File: src/cscic_map.svh
`ifndef CSCIC_MAP_SVH
`define CSCIC_MAP_SVH

// ************************************************************
// register offsets (word index = byte address / 4)
// ************************************************************
`define CSCIC_OFF_IDENTITY   8'h00
`define CSCIC_OFF_EVENTS     8'h04
`define CSCIC_OFF_SELECT0    8'h08
`define CSCIC_SELECT_STRIDE  8'h04

// ************************************************************
// field positions
// ************************************************************
`define CSCIC_FLAG_LSB       8
`define CSCIC_FLAG_MSB       13
`define CSCIC_ENA_LSB        0
`define CSCIC_ENA_MSB        5
`define CSCIC_GATE_LSB       8
`define CSCIC_GATE_MSB       12
`define CSCIC_CLK_LSB        0
`define CSCIC_CLK_MSB        3

// ************************************************************
// reset values and identity
// ************************************************************
`define CSCIC_ID_VALUE       16'h5a3c
`define CSCIC_RESET_FIELD    16'h0000

// ************************************************************
// source codes
// ************************************************************
`define CSCIC_CLK_REF        4'h0
`define CSCIC_CLK_RSVD       4'h1
`define CSCIC_CODE_CH_FIRST  4'h2
`define CSCIC_CODE_PCLK_FIRST 4'h8
`define CSCIC_CODE_HS1       4'hc
`define CSCIC_CODE_HS2       4'hd
`define CSCIC_CODE_HS1_N     4'he
`define CSCIC_CODE_HS2_N     4'hf
`define CSCIC_GATE_LOW       5'h00
`define CSCIC_GATE_HIGH      5'h01

// ************************************************************
// timing
// ************************************************************
`define CSCIC_SYS_HZ         125000000
`define CSCIC_REF_HZ         5000000
`define CSCIC_REF_DIV        (`CSCIC_SYS_HZ / `CSCIC_REF_HZ)

`endif

File: src/cscic_pkg.sv
package cscic_pkg;

    // ************************************************************
    // shared types
    // ************************************************************
    localparam int NUM_CH = 6;

    typedef struct packed {
        logic       write;
        logic       read;
        logic [7:0] addr;
        logic [15:0] wdata;
    } cscic_bus_req_t;

    // per-channel routing selection
    typedef struct packed {
        logic [4:0] gate_sel;
        logic [3:0] clk_sel;
    } cscic_select_t;

    // shared source pool seen by every channel
    typedef struct packed {
        logic        ref_clk;
        logic [5:0]  ch_out;
        logic [3:0]  prog_clk;
        logic        hs_one;
        logic        hs_two;
        logic [15:0] port_two;
    } cscic_pool_t;

    typedef enum logic [1:0] {
        CSCIC_IDLE,
        CSCIC_READ
    } cscic_bus_state_t;

endpackage

File: src/cscic_ref_div.sv
`timescale 1ns/1ps
`include "cscic_map.svh"

module cscic_ref_div #(
    parameter int DIV = `CSCIC_REF_DIV
) (
    input  wire logic sys_clk_i,
    input  wire logic reset_i,
    output logic      ref_o
);
    localparam int HALF = DIV / 2;

    logic [7:0] cnt;

    // square wave near 5 MHz from the system clock
    always_ff @(posedge sys_clk_i) begin
        if (reset_i) begin
            cnt   <= 8'h00;
            ref_o <= 1'b0;
        end else if (cnt == 8'(DIV - 1)) begin
            cnt   <= 8'h00;
            ref_o <= 1'b0;
        end else begin
            cnt   <= cnt + 8'h01;
            if (cnt == 8'(HALF - 1)) begin
                ref_o <= 1'b1;
            end
        end
    end

endmodule // cscic_ref_div

File: src/cscic_route_mux.sv
`timescale 1ns/1ps
`include "cscic_map.svh"

module cscic_route_mux (
    input  wire logic                  sys_clk_i,
    input  wire logic                  reset_i,
    input  wire cscic_pkg::cscic_select_t sel_i,
    input  wire cscic_pkg::cscic_pool_t   pool_i,
    output logic                       count_clk_o,
    output logic                       gate_o
);
    import cscic_pkg::*;

    // shared 14-entry source decode for clock and gate codes 2..15
    function automatic logic pick_common(input logic [3:0] code, input cscic_pool_t p);
        logic r;
        r = 1'b0;
        case (code)
            4'h2, 4'h3, 4'h4, 4'h5, 4'h6, 4'h7: r = p.ch_out[3'(code - `CSCIC_CODE_CH_FIRST)];
            4'h8, 4'h9, 4'ha, 4'hb: r = p.prog_clk[2'(code - `CSCIC_CODE_PCLK_FIRST)];
            `CSCIC_CODE_HS1:   r = p.hs_one;
            `CSCIC_CODE_HS2:   r = p.hs_two;
            `CSCIC_CODE_HS1_N: r = ~p.hs_one;
            `CSCIC_CODE_HS2_N: r = ~p.hs_two;
            default:           r = 1'b0;
        endcase
        return r;
    endfunction

    // registered clock pick; own output allowed as source
    always_ff @(posedge sys_clk_i) begin
        if (reset_i) begin
            count_clk_o <= 1'b0;
        end else if (sel_i.clk_sel == `CSCIC_CLK_REF) begin
            count_clk_o <= pool_i.ref_clk;
        end else if (sel_i.clk_sel == `CSCIC_CLK_RSVD) begin
            count_clk_o <= 1'b0; // reserved code idles low
        end else begin
            count_clk_o <= pick_common(sel_i.clk_sel, pool_i);
        end
    end

    // registered gate pick
    always_ff @(posedge sys_clk_i) begin
        if (reset_i) begin
            gate_o <= 1'b0;
        end else if (sel_i.gate_sel[4]) begin
            gate_o <= pool_i.port_two[sel_i.gate_sel[3:0]];
        end else if (sel_i.gate_sel == `CSCIC_GATE_LOW) begin
            gate_o <= 1'b0;
        end else if (sel_i.gate_sel == `CSCIC_GATE_HIGH) begin
            gate_o <= 1'b1;
        end else begin
            gate_o <= pick_common(sel_i.gate_sel[3:0], pool_i);
        end
    end

endmodule // cscic_route_mux

File: src/cscic_top.sv
`timescale 1ns/1ps
`include "cscic_map.svh"

module cscic_top #(
    parameter logic [15:0] ID_CODE = `CSCIC_ID_VALUE // arbitrary value
) (
    input  wire logic        sys_clk_i,
    input  wire logic        reset_i,
    input  wire logic [7:0]  addr_i,
    input  wire logic [15:0] wdata_i,
    input  wire logic        write_i,
    input  wire logic        read_i,
    output logic      [15:0] rdata_o,
    input  wire logic [5:0]  channel_out_i,
    input  wire logic [5:0]  channel_event_i,
    input  wire logic [3:0]  prog_clk_i,
    input  wire logic        handshake_line_one_i,
    input  wire logic        handshake_line_two_i,
    input  wire logic [15:0] general_port_two_i,
    output logic      [5:0]  count_clk_o,
    output logic      [5:0]  gate_o,
    output logic             irq_o
);
    import cscic_pkg::*;

    // ************************************************************
    // pin synchronisers
    // ************************************************************
    logic [17:0] pin_meta;
    logic [17:0] pin_sync;

    // two flops on strobes and port pins
    always_ff @(posedge sys_clk_i) begin
        if (reset_i) begin
            pin_meta <= 18'h00000;
            pin_sync <= 18'h00000;
        end else begin
            pin_meta <= {handshake_line_two_i, handshake_line_one_i, general_port_two_i};
            pin_sync <= pin_meta;
        end
    end

    // ************************************************************
    // registers
    // ************************************************************
    logic [5:0]    event_flags;
    logic [5:0]    event_enables;
    cscic_select_t select_reg [NUM_CH];
    logic [5:0]    event_prev;
    logic          ref_clk;
    cscic_pool_t   pool;

    // decode a channel select offset, returns channel or 7 if none
    function automatic logic [2:0] sel_index(input logic [7:0] a);
        logic [2:0] r;
        r = 3'h7;
        for (int k = 0; k < NUM_CH; k++) begin
            if (a == 8'(`CSCIC_OFF_SELECT0 + k * `CSCIC_SELECT_STRIDE)) begin
                r = 3'(k);
            end
        end
        return r;
    endfunction

    wire logic events_wr = write_i && (addr_i == `CSCIC_OFF_EVENTS);
    wire logic [2:0] wr_ch = sel_index(addr_i);
    wire logic [5:0] event_rise = channel_event_i & ~event_prev;

    // edge detect of counter interrupt conditions
    always_ff @(posedge sys_clk_i) begin
        if (reset_i) begin
            event_prev <= 6'h00;
        end else begin
            event_prev <= channel_event_i;
        end
    end

    // sticky flags, set wins over clear, bit k is channel k
    always_ff @(posedge sys_clk_i) begin
        if (reset_i) begin
            event_flags <= 6'h00;
        end else begin
            event_flags <= (event_flags
                & ~(events_wr ? wdata_i[`CSCIC_FLAG_MSB:`CSCIC_FLAG_LSB] : 6'h00))
                | event_rise;
        end
    end

    // enables, written as a group
    always_ff @(posedge sys_clk_i) begin
        if (reset_i) begin
            event_enables <= 6'h00;
        end else if (events_wr) begin
            event_enables <= wdata_i[`CSCIC_ENA_MSB:`CSCIC_ENA_LSB];
        end
    end

    // per-channel select registers, reserved bits dropped
    always_ff @(posedge sys_clk_i) begin
        if (reset_i) begin
            for (int k = 0; k < NUM_CH; k++) begin
                select_reg[k] <= '0;
            end
        end else if (write_i && wr_ch != 3'h7) begin
            select_reg[wr_ch].gate_sel <= wdata_i[`CSCIC_GATE_MSB:`CSCIC_GATE_LSB];
            select_reg[wr_ch].clk_sel  <= wdata_i[`CSCIC_CLK_MSB:`CSCIC_CLK_LSB];
        end
    end

    // ************************************************************
    // read port
    // ************************************************************
    logic [15:0] next_rdata;
    logic [2:0]  rd_ch;

    // read mux, unmapped and reserved bits give zero
    always_comb begin
        rd_ch      = sel_index(addr_i);
        next_rdata = 16'h0000;
        if (addr_i == `CSCIC_OFF_IDENTITY) begin
            next_rdata = ID_CODE;
        end else if (addr_i == `CSCIC_OFF_EVENTS) begin
            next_rdata[`CSCIC_FLAG_MSB:`CSCIC_FLAG_LSB] = event_flags;
            next_rdata[`CSCIC_ENA_MSB:`CSCIC_ENA_LSB]   = event_enables;
        end else if (rd_ch != 3'h7) begin
            next_rdata[`CSCIC_GATE_MSB:`CSCIC_GATE_LSB] = select_reg[rd_ch].gate_sel;
            next_rdata[`CSCIC_CLK_MSB:`CSCIC_CLK_LSB]   = select_reg[rd_ch].clk_sel;
        end
    end

    // read data valid only the cycle after the strobe
    always_ff @(posedge sys_clk_i) begin
        if (reset_i) begin
            rdata_o <= 16'h0000;
        end else if (read_i) begin
            rdata_o <= next_rdata;
        end else begin
            rdata_o <= 16'h0000;
        end
    end

    // ************************************************************
    // interrupt output
    // ************************************************************
    always_ff @(posedge sys_clk_i) begin
        if (reset_i) begin
            irq_o <= 1'b0;
        end else begin
            irq_o <= |(event_flags & event_enables);
        end
    end

    // ************************************************************
    // routing
    // ************************************************************
    cscic_ref_div u_ref (
        .sys_clk_i (sys_clk_i),
        .reset_i   (reset_i),
        .ref_o     (ref_clk)
    );

    // shared source pool; channel outputs include each channel's own
    always_comb begin
        pool.ref_clk  = ref_clk;
        pool.ch_out   = channel_out_i;
        pool.prog_clk = prog_clk_i;
        pool.hs_one   = pin_sync[16];
        pool.hs_two   = pin_sync[17];
        pool.port_two = pin_sync[15:0];
    end

    // one router per channel, no rate check on chosen clock
    for (genvar g = 0; g < NUM_CH; g++) begin : g_route
        cscic_route_mux u_mux (
            .sys_clk_i   (sys_clk_i),
            .reset_i     (reset_i),
            .sel_i       (select_reg[g]),
            .pool_i      (pool),
            .count_clk_o (count_clk_o[g]),
            .gate_o      (gate_o[g])
        );
    end

endmodule // cscic_top

File: config.mk
export PLATFORM = sky130hd
export DESIGN_NAME = cscic_top
export DESIGN_NICKNAME = d
export VERILOG_FILES = /design/src/cscic_pkg.sv /design/src/cscic_ref_div.sv /design/src/cscic_route_mux.sv /design/src/cscic_top.sv
export VERILOG_INCLUDE_DIRS = /design/src
export SDC_FILE = /design/constraint.sdc
export NUM_CORES = 1
export LEC_CHECK = 0
export BUFFER_PORTS_ARGS = -buffer_cell sky130_fd_sc_hd__buf_4
export CORE_UTILIZATION = 53
export CTS_CLUSTER_DIAMETER = 30
export DETAILED_ROUTE_END_ITERATION = 10
export GPL_TIMING_DRIVEN = 0
export PLACE_DENSITY_LB_ADDON = 0.08
export SLEW_MARGIN = 20
export SYNTH_ARGS = -nofsm -noshare
export SYNTH_HDL_FRONTEND = slang
export SYNTH_SLANG_ARGS = --single-unit
export TNS_END_PERCENT = 100
File: constraint.sdc
create_clock -name sys_clk_i -period 2.6 [get_ports sys_clk_i]
set_clock_uncertainty 0.2 [all_clocks]
set_input_delay 0.52 -clock sys_clk_i [delete_from_list [all_inputs] [get_ports sys_clk_i]]
set_output_delay 0.52 -clock sys_clk_i [all_outputs]
set_load 0.005 [all_outputs]
==> results of run 1 <==
-- worst max-delay path by stage --
| stage | to | slack, ns | cells after the start |
|---|---|---|---|
| after global routing | select_reg[0][0]$_SDFFCE_PN0P_ | 0.01 | 6 |
| after detailed placement | select_reg[4][0]$_SDFFCE_PN0P_ | -0.51 | 6 |
| after CTS | select_reg[3][0]$_SDFFCE_PN0P_ | 0.04 | 5 |
| after global placement | select_reg[4][7]$_SDFFCE_PN0P_ | -0.47 | 6 |
| final | select_reg[4][7]$_SDFFCE_PN0P_ | 0.09 | 7 |
| after floorplan | select_reg[4][0]$_SDFFCE_PN0P_ | 0.01 | 5 |
-- cells by family (layout without fill, tap and decap cells) --
family	after synthesis	in the layout	share of synthesized area, %
simple gates	222	222	15.22
flops	143	143	44.42
mux	105	105	23.92
buf+inv	102	216	6.075
compound gates	88	88	8.263
xor+xnor	14	14	1.600
fa+ha+maj	3	3	0.4572
other cells	1	3	0.04894
-- metrics by stage --
stage               util, %  setup slack (ns)
floorplan                 -           0.01334
global placement      60.81           -0.4718
detailed placement    60.81           -0.5144
CTS                   64.92           0.03695
global route          65.10           0.01292
finish                65.10           0.09447
-- layout make-up --
cell class	count	area share, %
tap	180	2.473
sequential	143	37.37
clock inverter	10	0.8381
buffer	67	3.669
timing repair buffer	82	6.897
inverter	35	1.443
multi-input combinational	435	41.98
clock buffer	22	5.331
-- Yosys cell counts, types with 2 or more instances --
master	instances	area, sq um
dfxtp_1	89	1782
nor2_1	71	266.5
mux4_2	62	1396
edfxtp_1	54	1622
nor2b_1	53	331.6
nand2_1	48	180.2
clkbuf_1	38	142.6
mux2i_1	38	380.4
inv_1	35	131.4
a21oi_1	21	105.1
a211oi_1	15	112.6
buf_4	15	112.6
nand2b_1	14	87.58
xnor2_1	10	87.58
buf_2	9	45.04
a22oi_1	8	60.06
nand3_1	8	40.04
a211o_1	7	61.31
nand3b_1	6	45.04
a21boi_0	5	37.54
mux2_2	5	56.30
o21ai_0	5	25.02
a31oi_1	4	25.02
and3_1	4	25.02
o21ai_2	4	35.03
xor2_1	4	35.03
a311o_1	3	30.03
a31o_2	3	26.28
buf_1	3	11.26
a21o_1	2	15.01
a311oi_1	2	17.52
buf_6	2	22.52
ha_1	2	25.02
nor3_1	2	10.01
nor4_1	2	12.51
nor4b_1	2	17.52
or4_4	2	22.52
-- power groups by stage --
stage	clock, mW	sequential, mW	combinational (mW)
2_1_floorplan	0	2.53	0.473
3_3_place_gp	0	2.56	0.681
3_5_place_dp	0	2.57	0.693
4_1_cts	2.34	2.52	0.699
5_1_grt	2.43	2.53	0.759
6_report	2.29	2.52	0.709
-- worst max-delay path: stages --
cell and delay [ns]:
buf_4 0.11, or4_4 0.52, buf_6 0.15, nor2_1 0.35
nand3b_2 0.37, o21bai_4 0.26, buf_12 0.15
-- metal layers --
layer / vias to the layer above / part of all wire, % / track usage (%)
li1: 2644 / - / -
met1: 2832 / 41 / 39.60
met2: 327 / 47 / 44.70
met3: 46 / 9.8 / 6.599
met4: 0 / 2.3 / 11.20
met5: - / 0 / 0
-- cells in the final DEF, fill, tap and decap left out, types with 3 or more instances in the layout --
cell | Yosys | routed
inv_1 | 35 | 35
clkbuf_16 | 0 | 18
nand2b_2 | 0 | 4
xor2_1 | 4 | 4
nor2_1 | 71 | 71
buf_1 | 3 | 3
nor2b_1 | 53 | 53
a31o_2 | 3 | 3
xnor2_1 | 10 | 10
o21ai_2 | 4 | 4
mux2_2 | 5 | 5
nand2b_1 | 14 | 10
a311o_1 | 3 | 3
conb_1 | 1 | 3
a211oi_1 | 15 | 15
o21ai_0 | 5 | 5
a21boi_0 | 5 | 5
buf_4 | 15 | 96
and3_1 | 4 | 4
a31oi_1 | 4 | 4
mux4_2 | 62 | 62
edfxtp_1 | 54 | 54
nand3b_1 | 6 | 6
nand3_1 | 8 | 8
mux2i_1 | 38 | 38
nand2_1 | 48 | 48
buf_2 | 9 | 9
clkbuf_1 | 38 | 40
inv_6 | 0 | 4
a22oi_1 | 8 | 8
a21oi_1 | 21 | 21
a211o_1 | 7 | 7
dfxtp_1 | 89 | 89
-- timing repair --
item / 4_1_cts / 5_1_grt
pin swaps: 0 / 1
hold buffers: 0 / 0
hold endpoints to repair: 0 / 0
gates resized for setup: 3 / 2
setup buffers: 0 / 1
setup endpoints to repair: 27 / 27
==> results.cfg, run 1 <==
[power]
swShare_pct = 24.99
cell_internal_pwr_mw = 4.143
power_mw = 5.523
p_sw_mw = 1.380
seqPwrFrac_pct = 45.7
max-vdd-ir-drop_v = 0.0004921
p_leak_nw = 3.563
clock_power_share_pct = 41.5
p_per_area_nw_per_um2 = 606.5
pwr-share-comb_pct = 12.8

[placed_design]
place_area_sq_um = 8507
gp_congestion = 0.9556
numPlacedInstances = 941
hpwl_mm = 14.77
portBuffers = 81

[setup_path]
r2r_start = select_reg[2][4]$_SDFFCE_PN0P_
startpoint_type = input pin
r2r_slack_ns = 0.23
worstSetupStartpoint = addr_i[7]
cp.required_ns = 2.53
arrival_ns = 2.44
r2r_end = g_route[2].u_mux.gate_o$_SDFF_PP0_
path_class = in2reg
critPathMaxFanout = 10
r2r_cells = 5
endpoint_kind = flop

[final_layout]
syn2layout_area_growth_pct = 18.84
antenna_cells = 0
multiInputGateArea_sq_um = 3822
largest_register_ffs = 54
drive_gt1_share_pct = 28.46
fin_cells = 974
nFillCells = 1119
regArea_sq_um = 3403
final_nets = 845
design_area_sq_um = 9106

[timing]
max_freq_mhz = 399.1
rsz0062_at_grt = no
slew_viol_final = 0
maxSlewHeadroom_pct = 47.29
fin_tns_setup_ns = 0
post-route-min-period_ns = 2.506
fin_crit_sh_pct = 96.37
worst_pin_slew_ns = 0.7907
hold_viol_final = 0
setup_violations = 0
hold_ws_ns = 0.1059

[synth]
async_flop_share_pct = 0
yosys_warnings = 0
ys_types = 58
synth_enable_flop_cells = 54
syn_avg_cell_area_sq_um = 11.30
ys_seq_area_share_pct = 44.42
ys_seq_elements = 143
synthCells = 678
syn_area_sq_um = 7662
synth_flop_cell = dfxtp_1

[hold_path]
hold_end = pin_meta[0]$_SDFF_PP0_
hp-start = general_port_two_i[0]
hold_class = in2reg
hold_depth = 2

[routing]
first_iter_violations = 668
via_per_inst = 6.005
wl_mm = 20.17
wl_per_cell_um = 20.70
postRouteAntennaNets = 0
via_count = 5849
firstDrtPassIters = 5
drc = 0

[floorplanning]
core_area_sq_um = 13990
rows = 43
num_io_pins = 91
die_area_sq_um = 14940
dieWidth_um = 122.2
initial_utilization_pct = 54.78
fp.dieH_um = 122.2

[clocking]
insertion_delay_ns = 0.42
cts_tree = built
clk_pin_slew_ns = 0.06
cts_buffer_depth = 2
cts_root_buf = clkbuf_16
numCtsBuffers = 17
cts_sinks = 143
htreeDepth = 4

[global_route]
overflow = 0
first_global_vias = 5719
grt_pass1_wl_mm = 31.31
grt_max_degree = 17
antenna_found_initial = 0
grt_use_total_pct = 28.88

[job]
timing.max_cap.violations = 0

[run_status]
status = finished, final reports clean
Note: power is estimated with default switching activity, not from simulation.
==> run 2: changes to the inputs <==
--- a/config.mk
+++ b/config.mk
@@ -7,11 +7,12 @@
 export NUM_CORES = 1
 export LEC_CHECK = 0
 export BUFFER_PORTS_ARGS = -buffer_cell sky130_fd_sc_hd__buf_4
+export CAP_MARGIN = 20
 export CORE_UTILIZATION = 53
 export CTS_CLUSTER_DIAMETER = 30
 export DETAILED_ROUTE_END_ITERATION = 10
 export GPL_TIMING_DRIVEN = 0
-export PLACE_DENSITY_LB_ADDON = 0.08
+export PLACE_DENSITY = 0.74
 export SLEW_MARGIN = 20
 export SYNTH_ARGS = -nofsm -noshare
 export SYNTH_HDL_FRONTEND = slang
==> run 2 against run 1 <==
Net effect:
- final cell count is 0.10% lower
- critical path depth is 2 lower
- worst setup slack better by 0.017 ns
- critical endpoint is now select_reg[4][5]$_SDFFCE_PN0P_
- largest cell class unchanged
==> results.cfg, run 2 (same netlist as run 1, synthesis figures left out) <==
[final_layout]
multiInputGateArea_sq_um = 3825
syn2layout_area_growth_pct = 19.06
final_util_pct = 65.21
largest_register_ffs = 54
layout_common_cells = buf_4, dfxtp_1, nor2_1
antenna_cells = 0
nFillCells = 1095
final_nets = 844
fin_cells = 973
layout_commonest_cell = buf_4
regArea_sq_um = 3403
drive_gt1_share_pct = 28.12

[floorplanning]
initial_utilization_pct = 54.78
fp.dieH_um = 122.2
core_area_sq_um = 13990
num_io_pins = 91
die_area_sq_um = 14940
rows = 43
dieWidth_um = 122.2

[timing]
worst_pin_slew_ns = 0.8386
rsz0062_at_grt = no
fin_tns_setup_ns = 0
setup_ws_ns = 0.1117
hold_viol_final = 0
setup_violations = 0
slew_viol_final = 0
hold_ws_ns = 0.1036
post-route-min-period_ns = 2.488
fin_crit_sh_pct = 95.70
maxSlewHeadroom_pct = 44.09
max_freq_mhz = 401.9

[setup_path]
cp_cell_sequence = clkbuf_1 > nand2b_1 > maj3_1 > nand3b_2 > o21bai_4
path_class = in2reg
endpoint_kind = flop
r2r_slack_ns = 0.22
arrival_ns = 2.38
max_stage_delay_ns = 0.61
cp.required_ns = 2.49
critPathSlowestCell = clkbuf_1
r2r_cells = 5
startpoint_type = input pin
critPathMaxFanout = 10

[run_status]
status = finished, final reports clean

[clocking]
postCtsSetupRepairBufs = 0
cts.hold.buffers_added = 0
htreeDepth = 4
cts_sinks = 143
insertion_delay_ns = 0.42
cts_root_buf = clkbuf_16
numCtsBuffers = 17
clk_pin_slew_ns = 0.06
postCtsResizedCells = 3
cts_tree = built
cts_buffer_depth = 2

[routing]
drc = 0
postRouteAntennaNets = 0
via_per_inst = 6.152
via_count = 5986
firstDrtPassIters = 7
wl_mm = 20.53
first_iter_violations = 704
wl_per_cell_um = 21.10

[global_route]
grt_max_degree = 17
grt_pass1_wl_mm = 31.80
antenna_found_initial = 0
overflow = 0
first_global_vias = 5845
grt_use_total_pct = 29.37

[power]
p_per_area_nw_per_um2 = 625.5
max-vdd-ir-drop_v = 0.0005055
p_leak_nw = 3.562

[placed_design]
numPlacedInstances = 941
place_ws_ns = -0.5857
hpwl_mm = 14.72
gp_congestion = 0.9254
portBuffers = 81

[hold_path]
hold_class = in2reg
hold_depth = 2

[job]
timing.max_cap.violations = 0
## run 2: worst max-delay path: cells and delay by family
family | cells | cell delay [ns]
and+or+nand+nor | 2 | 0.62
buffers and inverters | 1 | 0.61
AOI/OAI and AO/OA | 1 | 0.38
adders and majority gates | 1 | 0.24
## run 2: path summary, 6_finish.rpt
kind                                                           end               startpoint
worst min register to register             pin_sync[13]$_SDFF_PP0_  pin_meta[13]$_SDFF_PP0_
worst max register to register  g_route[4].u_mux.gate_o$_SDFF_PP0_  pin_sync[17]$_SDFF_PP0_
worst min-delay path                       pin_meta[17]$_SDFF_PP0_     handshake_line_two_i
worst max-delay path                select_reg[4][5]$_SDFFCE_PN0P_                  reset_i
## run 2: cell type report
class / instances / share of cell area (%)
clock buffer: 24 / 5.418
sequential: 143 / 37.31
tap: 180 / 2.469
clock inverter: 8 / 1.111
inverter: 35 / 1.440
multi-input combinational: 435 / 41.93
buffer: 67 / 3.662
timing repair buffer: 81 / 6.666
## run 2: routing by layer
metal | wire (um) | GRT usage (%) | part of all wire (%) | vias up
li1 | - | - | - | 2642
met1 | 7945 | 38.46 | 39 | 2890
met2 | 9788 | 45.82 | 48 | 388
met3 | 2080 | 6.599 | 10 | 66
met4 | 713 | 15.17 | 3.5 | 0
met5 | 0 | 0 | 0 | -
## run 2: where the power goes
group	leakage [nW]	switching, mW	internal (mW)
logic	2.03	0.332	0.374
clock network	0.286	0.946	1.53
registers	1.24	0.0973	2.43
total	3.56	1.38	4.33
## run 2: stage by stage
step | power, mW | cell area (sq um)
6_report | 5.706 | 9123
5_1_grt | 5.868 | 9123
4_1_cts | 5.703 | 9115
3_5_place_dp | 3.260 | 8507
3_3_place_gp | 3.238 | 8507
2_1_floorplan | 3.003 | 7674
==> run 3: changes to the inputs <==
--- a/config.mk
+++ b/config.mk
@@ -8,11 +8,11 @@
 export LEC_CHECK = 0
 export BUFFER_PORTS_ARGS = -buffer_cell sky130_fd_sc_hd__buf_4
 export CAP_MARGIN = 20
-export CORE_UTILIZATION = 53
+export CORE_UTILIZATION = 55
+export CTS_BUF_LIST = sky130_fd_sc_hd__clkbuf_4
 export CTS_CLUSTER_DIAMETER = 30
 export DETAILED_ROUTE_END_ITERATION = 10
-export GPL_TIMING_DRIVEN = 0
-export PLACE_DENSITY = 0.74
+export PLACE_DENSITY = 0.77
 export SLEW_MARGIN = 20
 export SYNTH_ARGS = -nofsm -noshare
 export SYNTH_HDL_FRONTEND = slang
==> run 3 against run 2 <==
Net effect:
- count of clock-buffer cells in the layout decreased by 7
- sequential share of layout area increased by 0.55 points
- routed wire length decreased by 4.3%
- worst setup slack improved by 0.12 ns
- largest power group unchanged
==> results.cfg, run 3 (same netlist as run 1, synthesis figures left out) <==
[global_route]
first_global_vias = 5792
antenna_found_initial = 1
grt_pass1_wl_mm = 31.22
grt_max_degree = 82
overflow = 0
grt_use_total_pct = 29.35

[final_layout]
layout_common_cells = buf_4, dfxtp_1, nor2_1
largest_register_ffs = 54
final_nets = 830
nFillCells = 1029
fin_cells = 956
layout_commonest_cell = buf_4
syn2layout_area_growth_pct = 17.34
drive_gt1_share_pct = 28.24

[floorplanning]
initial_utilization_pct = 57.18
num_io_pins = 91
fp.dieH_um = 120.0
die_area_sq_um = 14410
rows = 42
dieWidth_um = 120.0
core_area_sq_um = 13400

[timing]
setup_violations = 0
hold_viol_final = 0
post-route-min-period_ns = 2.368
maxSlewHeadroom_pct = 56.00
fin_tns_setup_ns = 0
rsz0062_at_grt = no
fin_crit_sh_pct = 91.09
hold_ws_ns = 0.08727
max_freq_mhz = 422.3
slew_viol_final = 0
worst_pin_slew_ns = 0.6600

[clocking]
htreeDepth = 4
cts_sinks = 143
numCtsBuffers = 17
cts_buffer_depth = 2
postCtsSetupRepairBufs = 0
cts_tree = built
clk_pin_slew_ns = 0.13
cts_root_buf = clkbuf_4
insertion_delay_ns = 0.57

[routing]
drc = 0
via_count = 5855
top_layer = met4
dr_wl_met2_mm = 9.397
met1_length_mm = 7.468
postRouteAntennaNets = 0
first_iter_violations = 786
wl_mm = 19.66
via_per_inst = 6.124
firstDrtPassIters = 6
wl_per_cell_um = 20.56
met3_length_mm = 2.241

[setup_path]
cp.required_ns = 2.86
endpoint_kind = flop
path_class = reg2reg
critPathMaxFanout = 9
cpLargestDelayFamily = multiplexers
critPathSlowestCell = edfxtp_1
startpoint_type = flop
cp_cell_sequence = mux4_2 > mux4_2 > nor2b_1 > nor3_1
worst-path-buf-inv = 0
arrival_ns = 2.63
max_stage_delay_ns = 0.78
cp_common_cell = mux4_2

[placed_design]
gp_congestion = 0.9069
hpwl_mm = 13.39
portBuffers = 83
numPlacedInstances = 893

[job]
timing.max_cap.violations = 0

[run_status]
status = finished, final reports clean

[hold_path]
hold_class = in2reg

[power]
p_leak_nw = 3.520
max-vdd-ir-drop_v = 0.0004135
p_per_area_nw_per_um2 = 542.7
## run 3: changes by cell type in the layout (fill, tap and decap cells not counted), moves of 3 or more
cell / previous run / this run
clkbuf_4: 0 / 17
buf_1: 3 / 0
clkbuf_16: 19 / 0
nand2b_1: 10 / 14
nand2b_2: 4 / 0
buf_2: 9 / 0
dlygate4sd3_1: 0 / 30
buf_4: 96 / 103
clkbuf_1: 43 / 0
## run 3: metrics by stage
stage	setup slack, ns	cell area [sq um]	utilization [%]	power [mW]
floorplan	0.01334	7674	-	3.003
global placement	0.1371	8353	62.33	3.198
detailed placement	0.06109	8353	62.33	3.221
CTS	0.2780	8989	67.08	4.890
global route	0.1788	8991	67.10	5.077
finish	0.2317	8991	67.10	4.880
## run 3: cell type report
| type | count | area [sq um] | share of cell area, % |
|---|---|---|---|
| Clock buffer | 17 | 127.6 | 1.419 |
| Sequential cell | 143 | 3403 | 37.85 |
| Multi-Input combinational cell | 435 | 3805 | 42.32 |
| Timing Repair Buffer | 134 | 1094 | 12.16 |
| Clock inverter | 15 | 207.7 | 2.310 |
| Tap cell | 176 | 220.2 | 2.449 |
| Inverter | 35 | 131.4 | 1.461 |
| Antenna cell | 1 | 2.502 | 0.02783 |
## run 3: final timing paths
check / startpoint / endpoint / slack, ns / depth (start not counted)
setup / recovery: select_reg[2][4]$_SDFFCE_PN0P_ / g_route[2].u_mux.gate_o$_SDFF_PP0_ / 0.23 / 4
setup reg to reg: select_reg[2][4]$_SDFFCE_PN0P_ / g_route[2].u_mux.gate_o$_SDFF_PP0_ / 0.23 / 4
hold / removal: wdata_i[11] / event_flags[3]$_SDFF_PP0_ / 0.09 / 4
hold reg to reg: pin_meta[16]$_SDFF_PP0_ / pin_sync[16]$_SDFF_PP0_ / 0.24 / 1
## run 3: power by group
part           switching (mW)  internal [mW]  leakage (nW)
clock network           0.877          0.781         0.177
registers               0.144           2.43          1.24
logic                   0.273          0.380          2.10
total                    1.29           3.59          3.52
## run 3: worst reg2reg max path, delay by kind of cell (launching register included)
family           cells  cell delay [ns]
AND/OR/NAND/NOR      2             0.18
flip-flops           1             0.78
multiplexers         2             1.10
## run 3: repair_timing
action / in CTS / in global routing
hold endpoints to repair: 35 / 0
endpoints found under the setup margin: 0 / 0
gates resized for setup: 0 / 0
hold buffers: 30 / 0
## run 3: per-layer routing
| layer | up-vias | GRT usage, % |
|---|---|---|
| li1 | 2615 | - |
| met1 | 2830 | 37.88 |
| met2 | 349 | 45.91 |
| met3 | 61 | 9.601 |
| met4 | 0 | 11.09 |
| met5 | - | 0 |
